### src/inc/hfp_regs.svh
// Address map, field positions, reset values and attribute masks of the host FIFO port block.
// Included by the package, the top design file, the checker and the bench.
`ifndef HFP_REGS_SVH
`define HFP_REGS_SVH

`define HFP_ADDR_W 8
`define HFP_DATA_W 32
`define HFP_FIFO_DEPTH 32
`define HFP_LIM_W 6

// Aliased data windows: 16 dwords each
`define HFP_ALIAS_MASK 8'hc0
`define HFP_RXD_BASE 8'h00
`define HFP_TXD_BASE 8'h40

// Status FIFO ports and control registers
`define HFP_RXS_POP 8'h80
`define HFP_RXS_PEEK 8'h84
`define HFP_TXS_POP 8'h88
`define HFP_TXS_PEEK 8'h8c
`define HFP_ID_OFS 8'h90
`define HFP_CFG_OFS 8'h94
`define HFP_CTRL_OFS 8'h98
`define HFP_STS_OFS 8'h9c

// Size configuration fields
`define HFP_CFG_RXD_LSB 0
`define HFP_CFG_RXS_LSB 8
`define HFP_CFG_TXD_LSB 16
`define HFP_CFG_RST 32'h0020_2020
`define HFP_CFG_RW_MASK 32'h003f_3f3f
`define HFP_CFG_IMMUNE_MASK 32'h003f_0000

// Control: soft reset, self clearing
`define HFP_CTRL_SRST_BIT 0

// Status bits
`define HFP_STS_RXS_OVF 0
`define HFP_STS_TXS_OVF 1
`define HFP_STS_RXD_UNDER 2
`define HFP_STS_LINK_LATLOW 3
`define HFP_STS_ERR_LATHIGH 4
`define HFP_STS_RST 32'h0000_0008
`define HFP_STS_W1C_MASK 32'h0000_0003
`define HFP_STS_COR_MASK 32'h0000_0004
`define HFP_STS_LATLOW_MASK 32'h0000_0008
`define HFP_STS_LATHIGH_MASK 32'h0000_0010

`endif

### src/inc/hfp_pkg.sv
// Types shared by the host FIFO port block.
// Assumes hfp_regs.svh on the include path.
`include "hfp_regs.svh"

package hfp_pkg;

  typedef struct packed {
    logic rd;
    logic wr;
    logic [`HFP_ADDR_W-1:0] addr;
    logic [`HFP_DATA_W-1:0] wdata;
  } hfp_hostReq_t;

  typedef struct packed {
    logic valid;
    logic [`HFP_DATA_W-1:0] data;
  } hfp_word_t;

  typedef enum logic [3:0] {
    HFP_PORT_NONE,
    HFP_PORT_RXD,
    HFP_PORT_TXD,
    HFP_PORT_RXS_POP,
    HFP_PORT_RXS_PEEK,
    HFP_PORT_TXS_POP,
    HFP_PORT_TXS_PEEK,
    HFP_PORT_ID,
    HFP_PORT_CFG,
    HFP_PORT_CTRL,
    HFP_PORT_STS
  } hfp_port_t;

endpackage : hfp_pkg

### src/verilog/hfp_fifo.sv
// Synchronous FIFO with valid/ready on both sides and a run-time fill limit.
// Assumes one clock; flush empties it in one edge.
`timescale 1ns/10ps

module hfp_fifo #(
  parameter int WIDTH = 32,
  parameter int DEPTH = 32,
  parameter int CNT_W = $clog2(DEPTH + 1)
) (
  // Clock and reset
  input wire logic mclk,
  input wire logic rst,
  input wire logic flush,
  // Fill side
  input wire logic inValid,
  output logic inReady,
  input wire logic [WIDTH-1:0] inData,
  // Drain side
  output logic outValid,
  input wire logic outReady,
  output logic [WIDTH-1:0] outData,
  // Size and level
  input wire logic [CNT_W-1:0] limit,
  output logic [CNT_W-1:0] count
);

  localparam int PTR_W = $clog2(DEPTH);

  logic [WIDTH-1:0] mem [DEPTH];
  logic [PTR_W-1:0] wrPtr_reg;
  logic [PTR_W-1:0] rdPtr_reg;
  logic [CNT_W-1:0] count_reg;
  logic push;
  logic pop;

  function automatic logic [PTR_W-1:0] incPtr(input logic [PTR_W-1:0] p);
    incPtr = (p == PTR_W'(DEPTH - 1)) ? '0 : p + 1'b1;
  endfunction : incPtr

  // Full at the configured size, never past the physical depth
  assign inReady = (count_reg < limit) && (count_reg < CNT_W'(DEPTH)) && !flush;
  assign outValid = (count_reg != '0);
  assign outData = mem[rdPtr_reg];
  assign count = count_reg;
  assign push = inValid && inReady;
  assign pop = outValid && outReady && !flush;

  always_ff @(posedge mclk) begin
    if (push) begin
      mem[wrPtr_reg] <= inData;
    end
  end

  always_ff @(posedge mclk) begin
    if (rst || flush) begin
      wrPtr_reg <= '0;
      rdPtr_reg <= '0;
      count_reg <= '0;
    end else begin
      if (push) begin
        wrPtr_reg <= incPtr(wrPtr_reg);
      end
      if (pop) begin
        rdPtr_reg <= incPtr(rdPtr_reg);
      end
      count_reg <= count_reg + CNT_W'(push) - CNT_W'(pop);
    end
  end

endmodule : hfp_fifo

### src/verilog/hfp_attr_reg.sv
// One 32-bit register whose bits carry access attributes given as masks.
// Assumes write and read strobes are one-cycle pulses on mclk.
`timescale 1ns/10ps

module hfp_attr_reg #(
  parameter logic [31:0] RST_VAL = 32'h0000_0000,
  parameter logic [31:0] RO_MASK = 32'h0000_0000,
  parameter logic [31:0] WO_MASK = 32'h0000_0000,
  parameter logic [31:0] W1C_MASK = 32'h0000_0000,
  parameter logic [31:0] COR_MASK = 32'h0000_0000,
  parameter logic [31:0] LATLOW_MASK = 32'h0000_0000,
  parameter logic [31:0] LATHIGH_MASK = 32'h0000_0000,
  parameter logic [31:0] IMMUNE_MASK = 32'h0000_0000
) (
  // Clock and resets
  input wire logic mclk,
  input wire logic rst,
  input wire logic softRst,
  // Host access
  input wire logic wrEn,
  input wire logic [31:0] wrData,
  input wire logic rdEn,
  output logic [31:0] rdData,
  // Hardware side
  input wire logic [31:0] hwIn,
  output logic [31:0] value
);

  localparam logic [31:0] EVT_MASK = W1C_MASK | COR_MASK;
  localparam logic [31:0] RW_MASK = ~(RO_MASK | EVT_MASK | LATLOW_MASK | LATHIGH_MASK);

  logic [31:0] val_reg;
  logic [31:0] val_next;

  always_comb begin
    val_next = val_reg;
    // Host-writable bits; read-only bits ignore writes
    if (wrEn) begin
      val_next = (val_reg & ~RW_MASK) | (wrData & RW_MASK);
    end
    val_next = (val_next & ~RO_MASK) | (hwIn & RO_MASK);
    // Event bits: clears first, then a same-cycle event sets again
    if (wrEn) begin
      val_next = val_next & ~(wrData & W1C_MASK);
    end
    if (rdEn) begin
      val_next = val_next & ~COR_MASK;
    end
    val_next = val_next | (hwIn & EVT_MASK);
    // Latched bits hold until a read, then reload the live level and latch again
    if (rdEn) begin
      val_next = (val_next & ~(LATLOW_MASK | LATHIGH_MASK)) | (hwIn & (LATLOW_MASK | LATHIGH_MASK));
    end else begin
      val_next = (val_next & ~LATLOW_MASK) | (val_reg & hwIn & LATLOW_MASK);
      val_next = (val_next & ~LATHIGH_MASK) | ((val_reg | hwIn) & LATHIGH_MASK);
    end
    if (softRst) begin
      val_next = (val_reg & IMMUNE_MASK) | (RST_VAL & ~IMMUNE_MASK);
    end
  end

  always_ff @(posedge mclk) begin
    if (rst) begin
      val_reg <= RST_VAL;
    end else begin
      val_reg <= val_next;
    end
  end

  assign rdData = val_reg & ~WO_MASK;
  assign value = val_reg;

endmodule : hfp_attr_reg

### src/verilog/hfp_host_fifo_port.sv
// Host access logic: four FIFO ports and a small attribute-typed register set.
// Assumes the host strobes come from logic on mclk; the MAC side uses valid/ready.
`timescale 1ns/10ps
`include "hfp_regs.svh"

module hfp_host_fifo_port #(
  parameter int DEPTH = `HFP_FIFO_DEPTH,
  parameter logic [15:0] CHIP_ID = 16'h00a5 // Arbitrary value
) (
  // Clock and reset
  input wire logic mclk,
  input wire logic rst,
  // Host access port
  input wire hfp_pkg::hfp_hostReq_t hostReq,
  output logic hostReady,
  output logic [`HFP_DATA_W-1:0] hostRdData,
  output logic hostRdValid,
  // Receive data from MAC
  input wire logic rxDataValid,
  output logic rxDataReady,
  input wire logic [`HFP_DATA_W-1:0] rxDataIn,
  // Receive status from MAC
  input wire logic rxStsValid,
  output logic rxStsReady,
  input wire logic [`HFP_DATA_W-1:0] rxStsIn,
  // Transmit status from MAC
  input wire logic txStsValid,
  output logic txStsReady,
  input wire logic [`HFP_DATA_W-1:0] txStsIn,
  // Transmit data to MAC
  output hfp_pkg::hfp_word_t txDataOut,
  input wire logic txDataReady,
  // Link events
  input wire logic linkUp,
  input wire logic errEvent,
  // Soft reset seen by the rest of the device
  output logic softRstOut
);

  import hfp_pkg::*;

  localparam int CNT_W = $clog2(DEPTH + 1);

  hfp_port_t port;
  logic rdReq;
  logic wrReq;
  logic softRst_reg;
  logic [`HFP_DATA_W-1:0] rdData_next;
  logic [`HFP_DATA_W-1:0] hostRdData_reg;
  logic hostRdValid_reg;

  logic rxdValid;
  logic rxdPop;
  logic [`HFP_DATA_W-1:0] rxdHead;
  logic rxsValid;
  logic rxsPop;
  logic [`HFP_DATA_W-1:0] rxsHead;
  logic txsValid;
  logic txsPop;
  logic [`HFP_DATA_W-1:0] txsHead;
  logic txdInReady;
  logic txdPush;
  logic txdValid;
  logic [`HFP_DATA_W-1:0] txdHead;

  logic [31:0] cfgValue;
  logic [31:0] cfgRdData;
  logic [31:0] idRdData;
  logic [31:0] stsRdData;
  logic [31:0] stsHw;
  logic [CNT_W-1:0] rxdLimit;
  logic [CNT_W-1:0] rxsLimit;
  logic [CNT_W-1:0] txdLimit;

  // Dword alias window decode
  function automatic logic inWindow(input logic [`HFP_ADDR_W-1:0] a, input logic [`HFP_ADDR_W-1:0] base);
    inWindow = ((a & `HFP_ALIAS_MASK) == base) && (a[1:0] == 2'b00);
  endfunction : inWindow

  // Size field to FIFO limit
  function automatic logic [CNT_W-1:0] sizeField(input logic [31:0] cfg, input int lsb);
    logic [`HFP_LIM_W-1:0] f;
    f = cfg[lsb +: `HFP_LIM_W];
    sizeField = CNT_W'(f);
  endfunction : sizeField

  // Address decode
  always_comb begin
    port = HFP_PORT_NONE;
    if (inWindow(hostReq.addr, `HFP_RXD_BASE)) begin
      port = HFP_PORT_RXD;
    end else if (inWindow(hostReq.addr, `HFP_TXD_BASE)) begin
      port = HFP_PORT_TXD;
    end else begin
      case (hostReq.addr)
        `HFP_RXS_POP: port = HFP_PORT_RXS_POP;
        `HFP_RXS_PEEK: port = HFP_PORT_RXS_PEEK;
        `HFP_TXS_POP: port = HFP_PORT_TXS_POP;
        `HFP_TXS_PEEK: port = HFP_PORT_TXS_PEEK;
        `HFP_ID_OFS: port = HFP_PORT_ID;
        `HFP_CFG_OFS: port = HFP_PORT_CFG;
        `HFP_CTRL_OFS: port = HFP_PORT_CTRL;
        `HFP_STS_OFS: port = HFP_PORT_STS;
        default: port = HFP_PORT_NONE;
      endcase
    end
  end

  // A transmit data write stalls while that FIFO is full
  assign hostReady = !(hostReq.wr && !hostReq.rd && (port == HFP_PORT_TXD) && !txdInReady);
  assign rdReq = hostReq.rd && !hostReq.wr;
  assign wrReq = hostReq.wr && !hostReq.rd && hostReady;

  // Pops only on reads of the pop ports; writes there are ignored
  assign rxdPop = rdReq && (port == HFP_PORT_RXD) && rxdValid;
  assign rxsPop = rdReq && (port == HFP_PORT_RXS_POP) && rxsValid;
  assign txsPop = rdReq && (port == HFP_PORT_TXS_POP) && txsValid;
  assign txdPush = wrReq && (port == HFP_PORT_TXD);

  assign rxdLimit = sizeField(cfgValue, `HFP_CFG_RXD_LSB);
  assign rxsLimit = sizeField(cfgValue, `HFP_CFG_RXS_LSB);
  assign txdLimit = sizeField(cfgValue, `HFP_CFG_TXD_LSB);

  hfp_fifo #(.WIDTH(`HFP_DATA_W), .DEPTH(DEPTH)) rxDataFifo (
    .mclk(mclk),
    .rst(rst),
    .flush(softRst_reg),
    .inValid(rxDataValid),
    .inReady(rxDataReady),
    .inData(rxDataIn),
    .outValid(rxdValid),
    .outReady(rxdPop),
    .outData(rxdHead),
    .limit(rxdLimit),
    .count()
  );

  hfp_fifo #(.WIDTH(`HFP_DATA_W), .DEPTH(DEPTH)) rxStsFifo (
    .mclk(mclk),
    .rst(rst),
    .flush(softRst_reg),
    .inValid(rxStsValid),
    .inReady(rxStsReady),
    .inData(rxStsIn),
    .outValid(rxsValid),
    .outReady(rxsPop),
    .outData(rxsHead),
    .limit(rxsLimit),
    .count()
  );

  hfp_fifo #(.WIDTH(`HFP_DATA_W), .DEPTH(DEPTH)) txStsFifo (
    .mclk(mclk),
    .rst(rst),
    .flush(softRst_reg),
    .inValid(txStsValid),
    .inReady(txStsReady),
    .inData(txStsIn),
    .outValid(txsValid),
    .outReady(txsPop),
    .outData(txsHead),
    .limit(CNT_W'(DEPTH)),
    .count()
  );

  hfp_fifo #(.WIDTH(`HFP_DATA_W), .DEPTH(DEPTH)) txDataFifo (
    .mclk(mclk),
    .rst(rst),
    .flush(softRst_reg),
    .inValid(txdPush),
    .inReady(txdInReady),
    .inData(hostReq.wdata),
    .outValid(txdValid),
    .outReady(txDataReady),
    .outData(txdHead),
    .limit(txdLimit),
    .count()
  );

  assign txDataOut.valid = txdValid;
  assign txDataOut.data = txdHead;

  // Identity register, read-only
  hfp_attr_reg #(
    .RST_VAL({CHIP_ID, 16'h0000}),
    .RO_MASK(32'hffff_ffff)
  ) idReg (
    .mclk(mclk),
    .rst(rst),
    .softRst(softRst_reg),
    .wrEn(wrReq && (port == HFP_PORT_ID)),
    .wrData(hostReq.wdata),
    .rdEn(rdReq && (port == HFP_PORT_ID)),
    .rdData(idRdData),
    .hwIn({CHIP_ID, 16'h0000}),
    .value()
  );

  // Size configuration; transmit data size survives software reset
  hfp_attr_reg #(
    .RST_VAL(`HFP_CFG_RST),
    .RO_MASK(~`HFP_CFG_RW_MASK),
    .IMMUNE_MASK(`HFP_CFG_IMMUNE_MASK)
  ) cfgReg (
    .mclk(mclk),
    .rst(rst),
    .softRst(softRst_reg),
    .wrEn(wrReq && (port == HFP_PORT_CFG)),
    .wrData(hostReq.wdata),
    .rdEn(rdReq && (port == HFP_PORT_CFG)),
    .rdData(cfgRdData),
    .hwIn(32'h0000_0000),
    .value(cfgValue)
  );

  // Status events
  always_comb begin
    stsHw = 32'h0000_0000;
    stsHw[`HFP_STS_RXS_OVF] = rxStsValid && !rxStsReady;
    stsHw[`HFP_STS_TXS_OVF] = txStsValid && !txStsReady;
    stsHw[`HFP_STS_RXD_UNDER] = rdReq && (port == HFP_PORT_RXD) && !rxdValid;
    stsHw[`HFP_STS_LINK_LATLOW] = linkUp;
    stsHw[`HFP_STS_ERR_LATHIGH] = errEvent;
  end

  hfp_attr_reg #(
    .RST_VAL(`HFP_STS_RST),
    .RO_MASK(~(`HFP_STS_W1C_MASK | `HFP_STS_COR_MASK | `HFP_STS_LATLOW_MASK | `HFP_STS_LATHIGH_MASK)),
    .W1C_MASK(`HFP_STS_W1C_MASK),
    .COR_MASK(`HFP_STS_COR_MASK),
    .LATLOW_MASK(`HFP_STS_LATLOW_MASK),
    .LATHIGH_MASK(`HFP_STS_LATHIGH_MASK)
  ) stsReg (
    .mclk(mclk),
    .rst(rst),
    .softRst(softRst_reg),
    .wrEn(wrReq && (port == HFP_PORT_STS)),
    .wrData(hostReq.wdata),
    .rdEn(rdReq && (port == HFP_PORT_STS)),
    .rdData(stsRdData),
    .hwIn(stsHw),
    .value()
  );

  // Soft reset: self-clearing one-cycle pulse
  always_ff @(posedge mclk) begin
    if (rst) begin
      softRst_reg <= 1'b0;
    end else begin
      softRst_reg <= wrReq && (port == HFP_PORT_CTRL) && hostReq.wdata[`HFP_CTRL_SRST_BIT];
    end
  end

  assign softRstOut = softRst_reg;

  // Read data mux
  always_comb begin
    rdData_next = '0;
    case (port)
      HFP_PORT_RXD: rdData_next = rxdValid ? rxdHead : '0;
      HFP_PORT_RXS_POP: rdData_next = rxsValid ? rxsHead : '0;
      HFP_PORT_RXS_PEEK: rdData_next = rxsValid ? rxsHead : '0;
      HFP_PORT_TXS_POP: rdData_next = txsValid ? txsHead : '0;
      HFP_PORT_TXS_PEEK: rdData_next = txsValid ? txsHead : '0;
      HFP_PORT_TXD: rdData_next = '0;
      HFP_PORT_CTRL: rdData_next = '0;
      HFP_PORT_ID: rdData_next = idRdData;
      HFP_PORT_CFG: rdData_next = cfgRdData;
      HFP_PORT_STS: rdData_next = stsRdData;
      default: rdData_next = '0;
    endcase
  end

  always_ff @(posedge mclk) begin
    if (rst) begin
      hostRdData_reg <= '0;
    end else if (rdReq) begin
      hostRdData_reg <= rdData_next;
    end
  end

  always_ff @(posedge mclk) begin
    if (rst) begin
      hostRdValid_reg <= 1'b0;
    end else begin
      hostRdValid_reg <= rdReq;
    end
  end

  assign hostRdData = hostRdData_reg;
  assign hostRdValid = hostRdValid_reg;

endmodule : hfp_host_fifo_port

### config.mk
export PLATFORM = sky130hd
export DESIGN_NAME = hfp_host_fifo_port
export DESIGN_NICKNAME = d
export VERILOG_FILES = /design/src/inc/hfp_pkg.sv /design/src/verilog/hfp_fifo.sv /design/src/verilog/hfp_attr_reg.sv /design/src/verilog/hfp_host_fifo_port.sv
export VERILOG_INCLUDE_DIRS = /design/src /design/src/inc
export SDC_FILE = /design/constraint.sdc
export NUM_CORES = 2
export LEC_CHECK = 0
export BUFFER_PORTS_ARGS = -buffer_cell sky130_fd_sc_hd__buf_2
export CAP_MARGIN = 20
export CORE_UTILIZATION = 30
export CTS_BUF_LIST = sky130_fd_sc_hd__clkbuf_2 sky130_fd_sc_hd__clkbuf_4 sky130_fd_sc_hd__clkbuf_8
export DETAILED_ROUTE_END_ITERATION = 6
export PLACE_DENSITY = 0.45
export SYNTH_ARGS = -nofsm -noshare
export SYNTH_HDL_FRONTEND = slang
export SYNTH_SLANG_ARGS = --single-unit
### constraint.sdc
create_clock -name mclk -period 10.7 [get_ports mclk]
set_input_delay 2.675 -clock mclk [delete_from_list [all_inputs] [get_ports mclk]]
set_output_delay 2.675 -clock mclk [all_outputs]
set_load 0.005 [all_outputs]
After elaboration in Yosys (flattened, before gate mapping). Memories as Yosys holds them, arrays and structs flattened. A register that Yosys moved wholly into a read port is not among the register bits. Cells that the tools add are included.

Register bits after elaboration: 162. RAM bits: 4096. Logic and storage cells: 177. Memories: 4.

Memories: rxDataFifo.mem (depth 32, width 32, read ports 1, clocked after Yosys merged registers in 1, wr ports 1, RTL line hfp_fifo.sv:29) `logic [WIDTH-1:0] mem [DEPTH];`; rxStsFifo.mem (depth 32, width 32, read ports 1, clocked after Yosys merged registers in 1, wr ports 1, RTL line hfp_fifo.sv:29); txDataFifo.mem (depth 32, width 32, read ports 1, clocked after Yosys merged registers in 1, wr ports 1, RTL line hfp_fifo.sv:29); txStsFifo.mem (depth 32, width 32, read ports 1, clocked after Yosys merged registers in 1, wr ports 1, RTL line hfp_fifo.sv:29).

$add $sub $neg: 16. Magnitude comparators: 7. Equality and inequality tests: 27. Multiplexer cells: 34. Bitwise logic cells: 10. Reductions and logical operators: 60.

Operators by type and width (number): 32-bit case mux with 6 select lines (1); 32-bit 2-to-1 mux (5); 5-bit 2-to-1 mux (16); 8-bit == test, second input constant (8); 32-bit by 5-bit OR with 32-bit output (2); 1-bit logical AND (41); 5-bit by 1-bit adder with 5-bit output, second input constant (8); 5-bit == test, second input constant (8); 5-bit by 32-bit AND with 32-bit output (1); 2-bit NOT with 32-bit output (1); 32-bit by 22-bit OR with 32-bit output (1); 32-bit by 3-bit OR with 32-bit output (1); 32-bit by 4-bit OR with 32-bit output (1); 4-bit case mux with 8 select lines (1); 6-bit by 1-bit adder with 6-bit output (4); 6-bit less-than comparator, second input constant (4); 6-bit nonzero test (4); 6-bit by 1-bit subtractor with 6-bit output (4); 6-bit less-than comparator (3); 4-bit by 3-bit == test with 1-bit output, second input constant (4); 4-bit == test, second input constant (3); 4-bit by 2-bit == test with 1-bit output, second input constant (2); 1-bit logical NOT (8); 8-bit logical NOT (1); other kinds (12) (22).

Depth between registers and ports, before layout.
Word-level depth: 16. Depth in mapped cells: 18.

Modules after synthesis. Synthesis repeated with hierarchy kept, for this count alone.

Cell total of the unflattened synthesis: 9244. Area, all modules: 169641.4 um^2.

Modules (own cells, without submodules): hfp_fifo at rxDataFifo ... (instances 3, cells an instance 2127, area an instance 40681.5 um^2, seq. area each 31169.9 um^2); hfp_fifo at txStsFifo (instances 1, cells an instance 2129, area an instance 40680.3 um^2, seq. area each 31169.9 um^2); hfp_host_fifo_port (instances 1, cells an instance 399, area an instance 3160.5 um^2, seq. area each 680.7 um^2); hfp_attr_reg at cfgReg (instances 1, cells an instance 128, area an instance 1323.8 um^2, seq. area each 640.6 um^2); hfp_attr_reg at idReg (instances 1, cells an instance 102, area an instance 1271.2 um^2, seq. area each 640.6 um^2); hfp_attr_reg at stsReg (instances 1, cells an instance 105, area an instance 1161.1 um^2, seq. area each 640.6 um^2).

Worst setup path after synthesis. OpenSTA, ideal clock, no wires.

Path kind: input to output. Start point: input hostReq[35] in the netlist's numbering. End point: output hostReady. Arrival time: 3537 ps. Path slack: 4488 ps. Stages on the path: 5. Buffers on the path: 1. Cell sequence: buf_2 > or3_1 > nand2_1 > and4_1 > o21ai_0.

Word-level cells in the longest chain between the ends: 8. Elaborated cells between the ends (all ways): 15. Classes of those cells: eq/ne (9); mux (3); reduce/logical (3).

Ends and longest elaborated chain: start, declared (RTL line hfp_host_fifo_port.sv:14) `input wire hfp_pkg::hfp_hostReq_t hostReq,`; 8-bit == test (RTL line hfp_host_fifo_port.sv:95) `case (hostReq.addr)`; 4-bit case mux with 8 select lines (*) (RTL line hfp_host_fifo_port.sv:95); 4-bit 2-to-1 mux (*) (RTL line hfp_host_fifo_port.sv:92) `` end else if (inWindow(hostReq.addr, `HFP_TXD_BASE)) begin ``; 4-bit 2-to-1 mux (*) (RTL line hfp_host_fifo_port.sv:90) `` if (inWindow(hostReq.addr, `HFP_RXD_BASE)) begin ``; 4-bit by 2-bit == test with 1-bit output (*) (RTL line hfp_host_fifo_port.sv:110) `assign hostReady = !(hostReq.wr && !hostReq.rd && (port == HFP_PORT_TXD) && !txdInReady);`; 1-bit logical AND (*) (2 in series) (RTL line hfp_host_fifo_port.sv:110); 1-bit logical NOT (*) (RTL line hfp_host_fifo_port.sv:110); end, declared (RTL line hfp_host_fifo_port.sv:15) `output logic hostReady,`.

Mark *: on every way between the ends. The rest lies on a longest branch, timed or not.

==> impl_metrics.csv <==
group,metric,value,unit
run_status,failed_checks,"DRC",
logic_synthesis,synth_fp_nets,7776,
power_and_ir_drop,total_leakage_power,56.3,nW
global_route,grt_overflow_total,0,
die,top_level_ports,217,
clocking,clock_pin_slew_on_the_worst_setup_and_hold_paths,60,ps
global_route,grt_use_met2,28.4,%
sta,timing.final.max_slew_violations,0,
power_and_ir_drop,share_of_power_burned_in_the_clock_network,39.6,%
global_route,gr-max-usage-layer,"met2",
setup_path,reg2reg_from,"cfgReg.rdData[4]",
logic_synthesis,yosys_register_bits,4237,
setup_path,cp.arrival,4640,ps
sta,clock_skew,140,ps
drt,drt-vias-per-instance,5.00,
sta,finalHoldViolations,0,
global_route,first_global_vias,84000,
logic_synthesis,mappedNetlistArea,0.163,mm²
logic_synthesis,synth_warnings,0,
run,max-cap-violations,0,
setup_path,worst_path_required,8030,ps
drt,drc_errors,6,
clocking,cts_max_level,6,
sta,worstMarginPinSlew,1240,ps
global_route,grt_antenna_before_repair,108,
setup_path,startpoint_type,"register",
sta,setup_viol_count_final,0,
logic_synthesis,synthesis.instances,7551,
layout,nNetsFinal,8556,
global_route,wire_length_of_the_first_global_routing_pass,662000,µm
worst_hold_path,worstHoldPathType,"reg -> reg",
logic_synthesis,yosysSeqAreaShare,77.4,%
layout,finish.instance_area,0.188,mm²
placement,placement.cell_area,0.174,mm²
global_route,use_met3,3.28,%
power_and_ir_drop,cellInternalPower,26.9,mW
sta,finalCritPeriodShare,68.4,%
clocking,cts_buffers,710,
placement,place_hpwl,276000,µm
logic_synthesis,ys_async_sr_fraction,0,%
logic_synthesis,synth_top_flop_cell,"sky130_fd_sc_hd__edfxtp_1",
sta,final_period_minus_worst_setup_slack,7320,ps
drt,routed_wl,479000,µm
placement,globalplace.congestion,0.765,
worst_hold_path,hold_path_startpoint,"stsReg.rdData[1]",
die,core_area,0.540,mm²
global_route,global_route.usage.total,17.1,%
drt,postRouteAntennaNets,0,
power_and_ir_drop,vdd_ir_drop_max,0.134,mV
clocking,clock-root-buffer,"sky130_fd_sc_hd__clkbuf_8",
clocking,clock_latency,1300,ps
placement,placed_cells_incl_taps,14800,
power_and_ir_drop,power.share.combinational,7.8,%
die,floorplan.rows,270,
run_status,status,"complete, but fails checks",
setup_path,setup.worst_path.class,"reg -> out",
setup_path,timing.critical_path.fanout_max,66,
global_route,grt_util_met1,23.2,%
drt,vias,80700,
layout,mostFrequentLayoutCell,"sky130_fd_sc_hd__edfxtp_1",
placement,port_buffer_count,216,
drt,drt_iter0_drcs,7117,
layout,layout-drive-gt1-share,30.6,%
drt,detail_route.wl_per_cell,29.7,µm
die,initial_utilization,30.1,%
power_and_ir_drop,total_switching_power,8.40,mW
power_and_ir_drop,finalPower,35.3,mW
sta,timing.setup.tns,0,ps
die,fp.dieArea,0.545,mm²
setup_path,critPathCaptureType,"primary output",
setup_path,worst-r2r-setup-slack,5270,ps
clocking,cts-resized-gates,0,
clocking,cts_tree,"built",
logic_synthesis,synth-edff-count,4096,
power_and_ir_drop,power_switching_share,23.8,%
logic_synthesis,postSynthAreaPerCell,21.5,µm²
clocking,postCtsSetupRepairBufs,0,
global_route,largest_net_degree_at_the_start_of_global_routing,147,
sta,achievable-frequency,0.137,GHz
clocking,post_cts_hold_buffer_count,0,
clocking,clock_path_buffers,4,
layout,layout_common_cells,"sky130_fd_sc_hd__edfxtp_1, sky130_fd_sc_hd__mux4_2, sky130_fd_sc_hd__clkbuf_8",
sta,timing.max_slew.rel_slack,16.7,%
power_and_ir_drop,share_seq_of_total_power,52.6,%
die,floorplan.die.height,738,µm
drt,firstDrtPassIters,7,
power_and_ir_drop,pwr_dens,188,mW/mm²
clocking,clock_sinks,4237,
sta,grt_setup_unrepaired,"false",
die,die_x,738,µm
layout,final_std_cells_w_o_fill,16100,
logic_synthesis,yosys.cell_types.count,72,
layout,areaGrowthSynthToFinish,15.5,%
cell families after synthesis:
family	synth area share [%]
muxes	15.7
and+or+nand+nor	1.97
xor gates and xnor gates	0.0916
adders and majority gates	0.626
AOI/OAI and AO/OA	2.89
buffers and inverters	1.28
DFF	77.4
layer usage:
layer / wire, µm / share of wire, %
met5: 260 / 0.054
met2: 232000 / 48
met4: 11700 / 2.4
met1: 207000 / 43
met3: 27800 / 5.8
path summary, 6_finish.rpt:
check,endpoint,cells after the start
hold / removal,stsReg.rdData[1],2
setup reg to reg,rxDataFifo.mem[24][1],10
setup / recovery,txDataOut[4],5
hold reg to reg,stsReg.rdData[1],2
final cells by class:
class                      count  area, µm²
antenna                       26       65.1
timing repair buffer         469       3190
clock buffer                 998      12000
sequential                  4237     126000
tap                         7208       9020
inverter                      68        256
clock inverter               274       1550
fill                       50400     352000
multi-input combinational   2845      35800
Yosys cell counts, drive strengths merged (41+ instances only):
cell type,number,share of area (%)
a22oi,168,0.78
mux2i,426,2.6
o21ai,99,0.30
nand2,104,0.24
a21oi,102,0.31
nor2,316,0.73
mux4,930,13
a221oi,41,0.22
o22ai,115,0.44
clkbuf,168,0.39
buf,233,0.74
dfxtp,141,1.7
ha,75,0.58
edfxtp,4096,76
inv,67,0.15
metrics by stage:
| stage | utilization [%] | setup WS, ps | hold slack, ps |
|---|---|---|---|
| after global placement | 32.2 | 3850 | 447 |
| after CTS | 34.7 | 3180 | 455 |
| after global routing | 34.8 | 3170 | 482 |
| after floorplan | - | 4490 | 436 |
| after detailed placement | 32.2 | 3710 | 448 |
| final | 34.8 | 3380 | 458 |
critical path, cell delays in order, from the launching register on:
cell and delay (ps):
sky130_fd_sc_hd__dfxtp_4 840, sky130_fd_sc_hd__buf_4 940, sky130_fd_sc_hd__mux4_2 470, sky130_fd_sc_hd__mux4_2 560
sky130_fd_sc_hd__mux2_2 360, sky130_fd_sc_hd__buf_2 150
power groups by stage:
stage                     Sequential, mW  Combinational (mW)  Clock (mW)
after floorplan                     18.8                1.55           0
after global placement              18.9                2.77           0
after detailed placement            18.9                2.80           0
after CTS                           18.6                2.82        14.4
after global routing                18.6                2.95        15.0
final                               18.6                2.74        14.0
(Power assumes the default switching activity.)
